**config.mk**
```make
export PLATFORM = sky130hd
export DESIGN_NAME = fbh_ctrl
export DESIGN_NICKNAME = d
export VERILOG_FILES = /design/src/common/fbh_pkg.sv /design/src/verilog/fbh_ctrl.sv
export SDC_FILE = /design/constraint.sdc
export NUM_CORES = 1
export LEC_CHECK = 0
export ABC_AREA = 1
export BUFFER_PORTS_ARGS = -buffer_cell sky130_fd_sc_hd__buf_4
export CAP_MARGIN = 40
export CORE_ASPECT_RATIO = 1.1
export CORE_MARGIN = 2
export CORE_UTILIZATION = 52
export DETAILED_ROUTE_END_ITERATION = 6
export GPL_TIMING_DRIVEN = 0
export PLACE_DENSITY = 0.82
export SLEW_MARGIN = 40
export SYNTH_ARGS = -nofsm -noshare
export SYNTH_HDL_FRONTEND = slang
export SYNTH_SLANG_ARGS = --single-unit
```
**constraint.sdc**
```tcl
create_clock -name clk -period 1.9 [get_ports clk]
set_input_delay 0.38 -clock clk [delete_from_list [all_inputs] [get_ports clk]]
set_output_delay 0.38 -clock clk [all_outputs]
set_load 0.05 [all_outputs]
```
**src/common/fbh_pkg.sv**
```systemverilog
// Package for the parallel flash bus-operation host controller
package fbh_pkg;
  localparam int ADDR_W = 19;
  localparam int DATA_W = 8;
  localparam int SECT_HI_W = 3;
  // Strobe timing in ns, converted to 5 ns cycles, rounded up as least times
  localparam int CLK_PERIOD_NS = 5;
  localparam int T_ACC_NS = 120;
  localparam int T_WP_NS = 50;
  localparam int T_WPH_NS = 30;
  localparam int T_AS_NS = 5;
  localparam int ACC_CYC = (T_ACC_NS + CLK_PERIOD_NS - 1) / CLK_PERIOD_NS;
  localparam int WP_CYC = (T_WP_NS + CLK_PERIOD_NS - 1) / CLK_PERIOD_NS;
  localparam int WPH_CYC = (T_WPH_NS + CLK_PERIOD_NS - 1) / CLK_PERIOD_NS;
  localparam int AS_CYC = (T_AS_NS + CLK_PERIOD_NS - 1) / CLK_PERIOD_NS;
  localparam int CNT_W = 8;
  // Command codes and unlock addresses of the command sequences
  localparam logic [7:0] CMD_RESET = 8'hF0;
  localparam logic [7:0] CMD_UNLK1 = 8'hAA;
  localparam logic [7:0] CMD_UNLK2 = 8'h55;
  localparam logic [7:0] CMD_IDENT = 8'h90;
  localparam logic [7:0] CMD_PROG = 8'hA0;
  localparam logic [7:0] CMD_BYPASS = 8'h20;
  localparam logic [7:0] CMD_BYP_EXIT1 = 8'h90;
  localparam logic [7:0] CMD_BYP_EXIT2 = 8'h00;
  localparam logic [7:0] CMD_ERASE = 8'h80;
  localparam logic [7:0] CMD_CHIP = 8'h10;
  localparam logic [7:0] CMD_SECT = 8'h30;
  localparam logic [18:0] ADR_UNLK1 = 19'h00555;
  localparam logic [18:0] ADR_UNLK2 = 19'h002AA;
  // Host request operations
  typedef enum logic [2:0] {
    OP_READ = 3'h0, OP_PROG = 3'h1, OP_FPROG = 3'h2, OP_SECT_ERASE = 3'h3,
    OP_CHIP_ERASE = 3'h4, OP_IDENT = 3'h5, OP_RESET = 3'h6, OP_BYPASS = 3'h7
  } fbh_op_t;
  typedef struct packed {
    fbh_op_t op;
    logic [ADDR_W-1:0] addr;
    logic [DATA_W-1:0] data;
  } fbh_req_t;
  typedef struct packed {
    logic ce_n;
    logic oe_n;
    logic we_n;
  } fbh_strb_t;
endpackage : fbh_pkg

```
**src/verilog/fbh_ctrl.sv**
```systemverilog
// Host controller that drives a parallel flash through its strobe, address and data pins
// Contract
// Reads hold chip select and output enable low and write enable high with a valid address.
// Writes hold write enable and chip select low with output enable high.
// The device starts in array read after power-up or hardware reset.
// In array read the device returns array data with no command first.
// The device stays in array read until a write alters its command register.
// The command register has no address in the memory map and latches command, address and data.
// Latched command contents steer the device state machine and thereby its function.
// A fast-mode program takes two write cycles, the normal program four.
// Erase targets one sector, several sectors or the whole array, by high address bits; each request here erases one sector or the whole array.
// After the identification sequence reads return codes from a separate register.
// During program or erase reads return status bits for polling.
// Only chip select and write enable low with output enable high is a write.
// With output enable high the device floats its data pins.
// After a bad sequence the host issues the reset command to regain array read.
// The device latches address on the later falling strobe and data on the earlier rising one.
module fbh_ctrl
  import fbh_pkg::*;
#(
  parameter int ACC_CYCLES = ACC_CYC,
  parameter int WP_CYCLES = WP_CYC,
  parameter int WPH_CYCLES = WPH_CYC
) (
  // Clock and reset
  input wire logic clk,
  input wire logic rst_n,
  input wire logic clk_en,
  // Request and answer
  input wire logic req_valid,
  input wire fbh_req_t req,
  output logic req_ready,
  output logic rsp_valid,
  output logic [DATA_W-1:0] rsp_data,
  output logic bypass_active,
  // Flash pins
  output fbh_strb_t strb,
  output logic [ADDR_W-1:0] address_pins,
  input wire logic [DATA_W-1:0] data_pins_i,
  output logic [DATA_W-1:0] data_pins_o,
  output logic data_pins_oe
);
  typedef enum logic [4:0] {
    S_IDLE = 5'b00001, S_SETUP = 5'b00010, S_PULSE = 5'b00100, S_HOLD = 5'b01000, S_READ = 5'b10000
  } fbh_state_t;

  fbh_state_t st_r, st_nxt;
  fbh_strb_t strb_r, strb_nxt;
  logic [ADDR_W-1:0] addr_r, addr_nxt;
  logic [DATA_W-1:0] wdat_r, wdat_nxt, rdat_r, rdat_nxt;
  logic oe_r, oe_nxt, rv_r, rv_nxt, byp_r, byp_nxt, rdy_r, rdy_nxt;
  logic [CNT_W-1:0] cnt_r, cnt_nxt;
  logic [2:0] cyc_r, cyc_nxt, ncyc_r, ncyc_nxt;
  fbh_req_t cur_r, cur_nxt;

  // Write cycle n of the sequence for an operation
  function automatic logic [ADDR_W+DATA_W-1:0] seq_word(input fbh_req_t r, input logic [2:0] n,
                                                        input logic byp);
    logic [ADDR_W+DATA_W-1:0] w;
    w = {ADR_UNLK1, CMD_RESET};
    unique case (r.op)
      OP_RESET: w = {r.addr, CMD_RESET};
      OP_FPROG: w = (n == 3'h0) ? {r.addr, CMD_PROG} : {r.addr, r.data};
      OP_BYPASS: begin
        if (byp) w = (n == 3'h0) ? {r.addr, CMD_BYP_EXIT1} : {r.addr, CMD_BYP_EXIT2};
        else if (n == 3'h0) w = {ADR_UNLK1, CMD_UNLK1};
        else if (n == 3'h1) w = {ADR_UNLK2, CMD_UNLK2};
        else w = {ADR_UNLK1, CMD_BYPASS};
      end
      default: begin
        if (n == 3'h0) w = {ADR_UNLK1, CMD_UNLK1};
        else if (n == 3'h1) w = {ADR_UNLK2, CMD_UNLK2};
        else if (r.op == OP_IDENT) w = {ADR_UNLK1, CMD_IDENT};
        else if (r.op == OP_PROG) w = (n == 3'h2) ? {ADR_UNLK1, CMD_PROG} : {r.addr, r.data};
        else if (n == 3'h2) w = {ADR_UNLK1, CMD_ERASE};
        else if (n == 3'h3) w = {ADR_UNLK1, CMD_UNLK1};
        else if (n == 3'h4) w = {ADR_UNLK2, CMD_UNLK2};
        else if (r.op == OP_CHIP_ERASE) w = {ADR_UNLK1, CMD_CHIP};
        else w = {r.addr, CMD_SECT};
      end
    endcase
    return w;
  endfunction : seq_word

  // Number of write cycles per operation
  function automatic logic [2:0] seq_len(input fbh_op_t op, input logic byp);
    logic [2:0] n;
    n = 3'h1;
    unique case (op)
      OP_READ, OP_RESET: n = 3'h1;
      OP_FPROG: n = 3'h2;
      OP_BYPASS: n = byp ? 3'h2 : 3'h3;
      OP_PROG: n = 3'h4;
      OP_IDENT: n = 3'h3;
      OP_SECT_ERASE, OP_CHIP_ERASE: n = 3'h6;
      default: n = 3'h1;
    endcase
    return n;
  endfunction : seq_len

  wire logic take = rdy_r && req_valid;
  wire logic [ADDR_W+DATA_W-1:0] word = seq_word(cur_r, cyc_r, byp_r);
  wire logic cnt_done = (cnt_r == '0);
  wire logic last_cyc = (cyc_r + 3'h1 == ncyc_r);
  // Fast program without bypass mode would be garbage to the device, so it is sent as normal program
  wire fbh_req_t req_fix = (req.op == OP_FPROG && !byp_r) ? '{op: OP_PROG, addr: req.addr, data: req.data} : req;

  always_comb begin
    st_nxt = st_r;
    strb_nxt = strb_r;
    addr_nxt = addr_r;
    wdat_nxt = wdat_r;
    rdat_nxt = rdat_r;
    oe_nxt = oe_r;
    rv_nxt = 1'b0;
    byp_nxt = byp_r;
    rdy_nxt = rdy_r;
    cnt_nxt = cnt_done ? cnt_r : cnt_r - 1'b1;
    cyc_nxt = cyc_r;
    ncyc_nxt = ncyc_r;
    cur_nxt = cur_r;
    unique case (st_r)
      S_IDLE: begin
        if (take) begin
          cur_nxt = req_fix;
          rdy_nxt = 1'b0;
          cyc_nxt = 3'h0;
          ncyc_nxt = seq_len(req_fix.op, byp_r);
          if (req_fix.op == OP_READ) begin
            // Array data, id codes or polling status all read the same way
            addr_nxt = req_fix.addr;
            strb_nxt = '{ce_n: 1'b0, oe_n: 1'b0, we_n: 1'b1};
            oe_nxt = 1'b0;
            cnt_nxt = CNT_W'(ACC_CYCLES);
            st_nxt = S_READ;
          end else begin
            st_nxt = S_SETUP;
            cnt_nxt = CNT_W'(AS_CYC);
          end
        end
      end
      S_SETUP: begin
        addr_nxt = word[DATA_W +: ADDR_W];
        wdat_nxt = word[DATA_W-1:0];
        oe_nxt = 1'b1;
        strb_nxt = '{ce_n: 1'b1, oe_n: 1'b1, we_n: 1'b1};
        if (cnt_done) begin
          // Address settles before both strobes fall, data stands until after they rise
          strb_nxt = '{ce_n: 1'b0, oe_n: 1'b1, we_n: 1'b0};
          cnt_nxt = CNT_W'(WP_CYCLES);
          st_nxt = S_PULSE;
        end
      end
      S_PULSE: begin
        if (cnt_done) begin
          strb_nxt = '{ce_n: 1'b1, oe_n: 1'b1, we_n: 1'b1};
          cnt_nxt = CNT_W'(WPH_CYCLES);
          st_nxt = S_HOLD;
        end
      end
      S_HOLD: begin
        if (cnt_done) begin
          oe_nxt = 1'b0;
          if (last_cyc) begin
            if (cur_r.op == OP_BYPASS) byp_nxt = !byp_r;
            if (cur_r.op == OP_RESET) byp_nxt = 1'b0;
            rv_nxt = 1'b1;
            rdy_nxt = 1'b1;
            st_nxt = S_IDLE;
          end else begin
            cyc_nxt = cyc_r + 3'h1;
            cnt_nxt = CNT_W'(AS_CYC);
            st_nxt = S_SETUP;
          end
        end
      end
      S_READ: begin
        if (cnt_done) begin
          rdat_nxt = data_pins_i;
          strb_nxt = '{ce_n: 1'b1, oe_n: 1'b1, we_n: 1'b1};
          rv_nxt = 1'b1;
          rdy_nxt = 1'b1;
          st_nxt = S_IDLE;
        end
      end
      default: begin
        st_nxt = S_IDLE;
        rdy_nxt = 1'b1;
        strb_nxt = '{ce_n: 1'b1, oe_n: 1'b1, we_n: 1'b1};
      end
    endcase
  end

  always_ff @(posedge clk or negedge rst_n) begin
    if (!rst_n) begin
      st_r <= S_IDLE;
      strb_r <= '{ce_n: 1'b1, oe_n: 1'b1, we_n: 1'b1};
      addr_r <= '0;
      wdat_r <= '0;
      rdat_r <= '0;
      oe_r <= 1'b0;
      rv_r <= 1'b0;
      byp_r <= 1'b0;
      rdy_r <= 1'b1;
      cnt_r <= '0;
      cyc_r <= '0;
      ncyc_r <= '0;
      cur_r <= '0;
    end else if (clk_en) begin
      st_r <= st_nxt;
      strb_r <= strb_nxt;
      addr_r <= addr_nxt;
      wdat_r <= wdat_nxt;
      rdat_r <= rdat_nxt;
      oe_r <= oe_nxt;
      rv_r <= rv_nxt;
      byp_r <= byp_nxt;
      rdy_r <= rdy_nxt;
      cnt_r <= cnt_nxt;
      cyc_r <= cyc_nxt;
      ncyc_r <= ncyc_nxt;
      cur_r <= cur_nxt;
    end
  end

  assign req_ready = rdy_r;
  assign rsp_valid = rv_r;
  assign rsp_data = rdat_r;
  assign bypass_active = byp_r;
  assign strb = strb_r;
  assign address_pins = addr_r;
  assign data_pins_o = wdat_r;
  assign data_pins_oe = oe_r;

  // Never drive data while the flash may drive it
  property p_no_contention;
    @(posedge clk) disable iff (!rst_n) !(oe_r && !strb_r.oe_n);
  endproperty
  a_no_contention: assert property (p_no_contention) else $error("data bus contention");

  property p_write_strobes;
    @(posedge clk) disable iff (!rst_n) !strb_r.we_n |-> (!strb_r.ce_n && strb_r.oe_n && oe_r);
  endproperty
  a_write_strobes: assert property (p_write_strobes) else $error("bad write strobe combination");

  property p_read_strobes;
    @(posedge clk) disable iff (!rst_n) !strb_r.oe_n |-> (!strb_r.ce_n && strb_r.we_n);
  endproperty
  a_read_strobes: assert property (p_read_strobes) else $error("bad read strobe combination");

  property p_addr_stable;
    @(posedge clk) disable iff (!rst_n) (clk_en && !strb_r.we_n && $past(!strb_r.we_n)) |-> $stable(addr_r);
  endproperty
  a_addr_stable: assert property (p_addr_stable) else $error("address moved during write pulse");

  property p_data_after_rise;
    @(posedge clk) disable iff (!rst_n) (clk_en && $rose(strb_r.we_n)) |-> $stable(wdat_r) && oe_r;
  endproperty
  a_data_after_rise: assert property (p_data_after_rise) else $error("data changed at write rise");

  property p_read_done;
    @(posedge clk) disable iff (!rst_n) $rose(st_r == S_READ) |-> ##[1:300] rv_r;
  endproperty
  a_read_done: assert property (p_read_done) else $error("read not answered");

  property p_reset_clears_bypass;
    @(posedge clk) disable iff (!rst_n) (clk_en && st_r == S_HOLD && cnt_done && last_cyc && cur_r.op == OP_RESET)
      |=> !byp_r;
  endproperty
  a_reset_clears_bypass: assert property (p_reset_clears_bypass) else $error("reset left bypass set");

  property p_fprog_len;
    @(posedge clk) disable iff (!rst_n) (clk_en && take && req.op == OP_FPROG && byp_r) |=> ncyc_r == 3'h2;
  endproperty
  a_fprog_len: assert property (p_fprog_len) else $error("fast program length wrong");
endmodule : fbh_ctrl

```
==> run summary, run 1 <==
Inst Count DP -> 934
Die Y -> 109 um
Die width -> 99.9 um
Total power -> 0.0118 W
Clock slew at reported path FFs -> 100 ps
Site Rows -> 38
Layout cell share with drive strength beyond 1 -> 26.9%
Post-synth EDFFs -> 0
Worst Skew -> 11.5 ps
CTS max path bufs -> 2
Setup TNS -> 0 ps
Fin area -> 6690 um^2
Number of CTS-inserted buffers -> 9
Syn Area/Cell -> 7.19 um^2
Core area -> 9840 um^2
Clock power frac -> 10.8%
Hold_buf cts -> 0
Number of placed I/O pins -> 84
Register-to-Register Path Depth -> 12
Final #Nets -> 904
Worst setup path class -> flip-flop to flip-flop
TritonCTS Sinks -> 91
Estimated wirelength of the detail-placed design -> 10,500 um
Max-Cap Viols -> 0
CP Data Arrival Time -> 2120 ps
Number of H-tree levels -> 3
Fmax -> 542 MHz
Fin. Hold Viols -> 0
NetSw -> 0.00607 W
Clock Root Buffer -> clkbuf_8
Fin. max-slew vios -> 0
Startpoint types -> flip-flop
GP Congestion -> 0.953
Setup slack after placement -> -234 ps
Antenna violations before repair -> 0
Max-slew headroom -> 49.4%
All-Layer GR Usage -> 27.4%
Internal power -> 0.00570 W
Worst Path Required -> 2180 ps
Switching Share -> 51.6%
DP Area -> 6050 um^2
Sequential power share -> 28.5%
Drt pass-1 iters -> 5
Post-synthesis sequential area ratio -> 43.5%
Final Routed Wirelength -> 15,300 um
PnR worst setup slack -> 55.8 ps
Tmin final -> 1840 ps
Worst vdd ir -> 1010 uV
RSZ-0062 raised after global routing -> yes
Die area -> 10,900 um^2
First-pass GRT wire length -> 23,900 um
PD cells -> 1760 nW/um^2
Cells after synthesis -> 731
Clock Latency Late Sink -> 380 ps
Vias in the first global route -> 5,154
Top_reg_cell synth -> dfrtp_1
Comb power frac -> 60.6%
Detail Route Antenna Nets -> 0
Pin count of the biggest net entering global routing -> 92
Count of input and output buffers -> 83
Crit. End Element -> flip-flop
Yosys warnings -> 0
Diode count -> 0
Aggregate global routing overflow -> 0
DR vias/cell -> 5.55
DRC viols -> 0
Count of cell types in the netlist -> 37
CTS tree -> built
Starting density of the core -> 53.4%
Post-synthesis instance area -> 5260 um^2
Worst Path Max Fanout -> 6
Synthesized flop and latch total -> 91
HP Class -> input port to asynchronous set/reset pin
Synth-to-layout area growth -> 27.2%
Slew @ Worst Pin -> 759 ps
WL/cell -> 15.6 um
Finished Layout Cells -> 980
Outcome -> completed
Via count -> 5,439
Async set-reset flop share out of synthesis -> 100%
Syn nets -> 780
1st-iter DRT viols -> 356
Final setup fails -> 0
Leak -> 3.45 nW
Final worst-path cycle share -> 97.1%
-- registers in the layout, summed over array words and instances, names as in the netlist --
signal         count
cyc_r              3
ncyc_r             3
cnt_r              8
bypass_active      1
data_pins_o        8
rsp_data           8
req_ready          1
st_r               5
rsp_valid          1
data_pins_oe       1
cur_r             30
strb               3
address_pins      19
-- through the flow --
| stage | util (%) | hold WS [ps] |
|---|---|---|
| 2_1_floorplan | - | 84.4 |
| 3_3_place_gp | 61.4 | 455 |
| 3_5_place_dp | 61.5 | 460 |
| 4_1_cts | 64.4 | 112 |
| 5_1_grt | 67.9 | 136 |
| 6_report | 67.9 | 26.3 |
-- power by group through the flow --
stage	Combinational, W	Sequential (W)	Clock (W)
floorplan	0.00348	0.00442	0
global placement	0.00620	0.00331	0
detailed placement	0.00633	0.00335	0
CTS	0.00652	0.00332	0.00129
global route	0.00782	0.00345	0.00136
finish	0.00714	0.00336	0.00128
-- worst max-delay path, cell delays in order (launching register included) --
cell	delay [ps]
dfrtp_1	410
inv_2	90
ha_4	170
nand3_4	90
nor2_4	150
inv_2	80
buf_8	140
ha_4	270
nand4_1	90
nand2_1	70
nand4_1	70
nand2_1	60
nand2_1	50
-- layer usage --
metal / vias to the layer above / track usage, % / routed length, um
met5: - / 0 / 0
met4: 0 / 12.7 / 464
met3: 41 / 4.07 / 836
met2: 210 / 46.9 / 7700
met1: 2602 / 34.4 / 6340
li1: 2586 / - / -
-- cells in the mapped netlist, types with 2 or more instances --
master | number | area share [%]
buf_6 | 4 | 0.86
mux2_2 | 8 | 1.7
dfrtp_1 | 86 | 41
nand3_1 | 27 | 2.6
o22ai_1 | 7 | 0.83
nor3_1 | 5 | 0.48
nand4_1 | 8 | 0.95
nor2_2 | 5 | 0.60
o21a_1 | 2 | 0.29
buf_2 | 9 | 0.86
dfstp_2 | 5 | 2.5
ha_1 | 7 | 1.7
a31oi_1 | 4 | 0.48
nor2_1 | 60 | 4.3
xor2_1 | 7 | 1.2
o211ai_1 | 3 | 0.43
o21ai_1 | 9 | 0.86
o21ai_0 | 57 | 5.4
clkbuf_1 | 5 | 0.36
clkinv_1 | 2 | 0.14
inv_1 | 70 | 5.0
nand3_2 | 2 | 0.38
nor2_4 | 2 | 0.43
or2_2 | 2 | 0.24
a21oi_1 | 55 | 5.2
nand2_2 | 4 | 0.48
nand2_1 | 260 | 19
inv_2 | 7 | 0.50
-- cells by family after synthesis --
logic type	after synthesis	synth area share, %
AO/OA/AOI/OAI	139	13.9
XOR/XNOR	8	1.33
adder cells (fa/ha/maj)	7	1.67
buffers and inverters	99	7.93
flip-flops	91	43.5
multiplexers	8	1.71
AND/OR/NAND/NOR	379	30.0
-- final timing paths --
path | endpoint | start | slack (ps)
setup / recovery | cnt_r[0] | cnt_r[0] | 60
hold / removal | cur_r[2] | rst_n | 30
setup reg to reg | cnt_r[0] | cnt_r[0] | 60
hold reg to reg | cur_r[20] | cur_r[20] | 480
max in group asynchronous | cnt_r[2] | rst_n | 1250
min in group clk | cur_r[19] | req[19] | 210
-- placed cells by master (no fill, tap or decap), drive strengths merged, types with 5 or more instances in the layout --
cell,synthesis,final
ha,7,7
dfstp,5,5
xor2,7,7
o22ai,7,7
nor3,6,6
nor2,67,67
a21oi,55,55
clkbuf,5,17
nand4,10,10
o21ai,66,66
inv,77,79
nand2,264,264
nand3,29,29
mux2,8,8
dfrtp,86,86
buf,15,126
-- final cells by class --
cell class	instances	area, um^2
clock inverter	6	46.3
clock buffer	10	138
inverter	79	304
tap	120	150
buffer	20	144
timing repair buffer	113	850
multi-input combinational	541	2770
sequential	91	2290
fill	829	3160
-- what timing repair did --
item / CTS / global route
pin swaps: 2 / 12
buffers inserted: 7 / 21
endpoints found under the setup margin: 59 / 48
resized for setup: 17 / 58
cloned: 0 / 2
Power figures use the tool's default switching activity.
==> run 2, diff against run 1 <==
ABC_AREA = 0   (was 1)
RECOVER_POWER = 50   (was unset)
==> run summary, run 2 <==
Worst vdd ir -> 1170 uV (+16%)
Final Routed Wirelength -> 18,800 um (+23%)
Count of input and output buffers -> 80 (-3.6%)
Worst Path Max Fanout -> 6 (unchanged)
1st-iter DRT viols -> 456 (+28%)
DR top layer -> met4
Failing checks -> setup timing
Pin count of the biggest net entering global routing -> 92 (unchanged)
TritonCTS Sinks -> 91 (unchanged)
Post-synthesis sequential area ratio -> 43.7% (+0.25 points)
Crit. End Element -> flip-flop
CTS tree -> built
Number of H-tree levels -> 3 (unchanged)
Met3 Wirelength -> 1400 um (+67%)
Register-to-Register Path Depth -> 7 (-5)
Cells after synthesis -> 551 (-25%)
Clock Root Buffer -> clkbuf_8
Detail Route Antenna Nets -> 0 (unchanged)
DRT met1 WL -> 6950 um (+9.6%)
Post-synthesis xor/xnor area fraction -> 1.34% (+0.0077 points)
Largest register FFs -> 30 (unchanged)
Die Y -> 109 um (-0.27%)
Final setup fails -> 85 (+85)
Post-synthesis instance area -> 5230 um^2 (-0.57%)
Final worst-path cycle share -> 117% (+20 points)
Clock slew at reported path FFs -> 90 ps (about the same)
Die area -> 10,900 um^2 (-0.55%)
Estimated wirelength of the detail-placed design -> 10,500 um (about the same)
Startpoint types -> flip-flop
Hold Path Origin -> data_pins_i[4]
Sequential power share -> 26.3% (-2.2 points)
Number of placed I/O pins -> 84 (unchanged)
Fin. Hold Viols -> 0 (unchanged)
Worst setup path class -> flip-flop to flip-flop
Clock Latency Late Sink -> 380 ps (about the same)
WL/cell -> 22.8 um (+46%)
DR vias/cell -> 6.49 (+17%)
Most common cell after layout, fill and taps aside -> buf_4
Syn nets -> 600 (-23%)
HP Class -> input port to flip-flop
CTS max path bufs -> 2 (unchanged)
DRC viols -> 0 (unchanged)
Async set-reset flop share out of synthesis -> 100% (unchanged)
Fin. max-slew vios -> 0 (unchanged)
Fmax -> 448 MHz (-17%)
Commonest non-fill, non-tap cells in the layout -> buf_4 (119), dfrtp_1 (83), mux2_4 (41)
First-pass GRT wire length -> 26,000 um (+8.6%)
Comb power frac -> 61.4% (+0.8 points)
Slew @ Worst Pin -> 1220 ps (+466 ps)
Most frequent cell after synthesis -> dfrtp_1
R2R Path End -> cur_r[15]
Diode count -> 0 (unchanged)
Die width -> 99.6 um (-0.28%)
Synth-to-layout area growth -> 48.0%
Syn Area/Cell -> 9.48 um^2 (+32%)
Synth Area in Simple Gates -> 20.0% (-10 points)
Number of CTS-inserted buffers -> 9 (unchanged)
Top_reg_cell synth -> dfrtp_1
Worst Skew -> 12.6 ps (+1.10 ps)
Max-Cap Viols -> 0 (unchanged)
Outcome -> finished, violations left
Worst-case register-to-register setup slack -> -330 ps (-390 ps)
Leak -> 3.45 nW (about the same)
Yosys warnings -> 0 (unchanged)
CP Data Arrival Time -> 2500 ps (+380 ps)
Final #Nets -> 747 (-17%)
Via count -> 5,342 (-1.8%)
Worst r2r src -> st_r[0]
Worst Path Required -> 2170 ps (about the same)
Setup slack after placement -> -1050 ps (-821 ps)
Synth cell count leaders -> dfrtp_1 (86), nand2_1 (56), mux2_2 (42), nor2_1 (42), nand3_1 (38)
Aggregate global routing overflow -> 0 (unchanged)
Clock power frac -> 12.3% (+1.5 points)
Reg area -> 2290 um^2 (unchanged)
Site Rows -> 38 (unchanged)
Met2 Routed Length -> 9470 um (+23%)
Largest family of logic cells by synthesized area -> simple AND/OR/NAND/NOR gates
Top-area cell type share of the netlist area -> 41.2% (+0.24 points)
PnR worst setup slack -> -330 ps (-386 ps)
Largest Register -> cur_r
Post-synth EDFFs -> 0 (unchanged)
Cell taking the most area after synthesis -> dfrtp_1
Compound-Gate Fraction of Synth Area -> 18.7% (+4.8 points)
Vias in the first global route -> 5,106 (-0.93%)
RSZ-0062 raised after global routing -> yes
Switching Share -> 45.3% (-6.2 points)
PD cells -> 1720 nW/um^2 (-2.5%)
Crit path to -> cur_r[15]
Starting density of the core -> 53.1% (-0.31 points)
Tmin final -> 2230 ps (+386 ps)
Fillcell total -> 596 (-28%)
Crit path from -> st_r[0]
NetSw -> 0.00602 W (-0.78%)
Internal power -> 0.00726 W (+27%)
Max-slew headroom -> 18.4% (-31 points)
Antenna violations before repair -> 0 (unchanged)
Multiplexer share of the synthesized area -> 10.0% (+8.3 points)
Layout cell share with drive strength beyond 1 -> 50.2% (+23 points)
Ranking of synthesized cells by area -> dfrtp_1 (41%), mux2_2 (9.1%), nand2_1 (4.0%), nand3_1 (3.6%), o21ai_0 (3.1%)
All-Layer GR Usage -> 30.6% (+3.2 points)
WHS Path Cells -> 2
Total power -> 0.0133 W (+13%)
GP Congestion -> 0.977 (+2.6%)
Synthesized flop and latch total -> 91 (unchanged)
Area of the multi-input gates -> 3510 um^2 (+27%)
Drt pass-1 iters -> 5 (unchanged)
Synth Area in Adders -> 1.68% (+0.0096 points)
Core area -> 9840 um^2 (unchanged)
Count of cell types in the netlist -> 69 (+86%)
## run 2: cell count changes after synthesis, sizes merged, moves of 10 or more
cell,delta
a21oi,-31
nor2,-25
nor3,+11
nand2,-208
a21o,+10
mux2,+34
inv,-63
o21ai,-31
clkbuf,+12
## run 2: cell type report
class,count,share of cell area [%]
buffer,30,3.22
clock buffer,12,1.88
sequential,91,29.6
clock inverter,4,1.26
timing repair buffer,141,15.9
inverter,15,0.906
multi-input combinational,410,45.4
tap,120,1.94
## run 2: worst max-delay path, cell delays in order (launching register included)
cell and delay, ps:
dfstp_2 560, or3b_4 430, buf_6 140, nor2_4 150, buf_12 120, nand3_4 170
clkbuf_16 250, mux2_4 300
## run 2: cells by family (layout without fill, tap and decap cells)
kind of cell / Yosys count / in the layout
muxes: 47 / 47
buffers and inverters: 50 / 202
and+or+nand+nor: 206 / 206
AOI/OAI and AO/OA: 142 / 142
DFF: 91 / 91
xor gates and xnor gates: 8 / 8
adders and majority gates: 7 / 7
## run 2: how the worst min path moves through the flow
stage,to,slack (ps)
global placement,data_pins_o[1],460
floorplan,address_pins[0],80
detailed placement,data_pins_o[3],470
finish,rsp_data[4],220
global route,rsp_data[4],220
CTS,data_pins_o[1],100
## run 2: repair_timing
item                                    CTS  global route
resized for setup                       109           142
pin swaps                                31            31
endpoints found under the hold margin     0             0
hold buffers                              0             0
endpoints found under the setup margin   91            91
buffers inserted                         27            31
gates cloned                              3             4
## run 2: stage by stage
step	cell area [um^2]	hold WS (ps)	cells	utilization (%)	TNS, ps
after floorplan	5310	84.4	551	-	-11550
after global placement	6060	462	751	61.6	-36040
after detailed placement	6080	474	751	61.8	-39370
after CTS	6960	103	795	70.7	-23850
after global routing	7730	217	823	78.6	-22970
final	7730	220	823	78.6	-19580
## run 2: power by group through the flow
stage	Clock, W	Sequential [W]	Combinational [W]
final	0.00163	0.00350	0.00815
after global routing	0.00174	0.00357	0.00855
after CTS	0.00163	0.00337	0.00674
after detailed placement	0	0.00337	0.00573
after global placement	0	0.00332	0.00558
after floorplan	0	0.00431	0.00319
## run 2: per-layer routing
layer | track usage (%) | vias up
met2 | 51.8 | 327
met3 | 5.58 | 91
met4 | 14.5 | 0
li1 | - | 2302
met1 | 37.9 | 2622
met5 | 0 | -
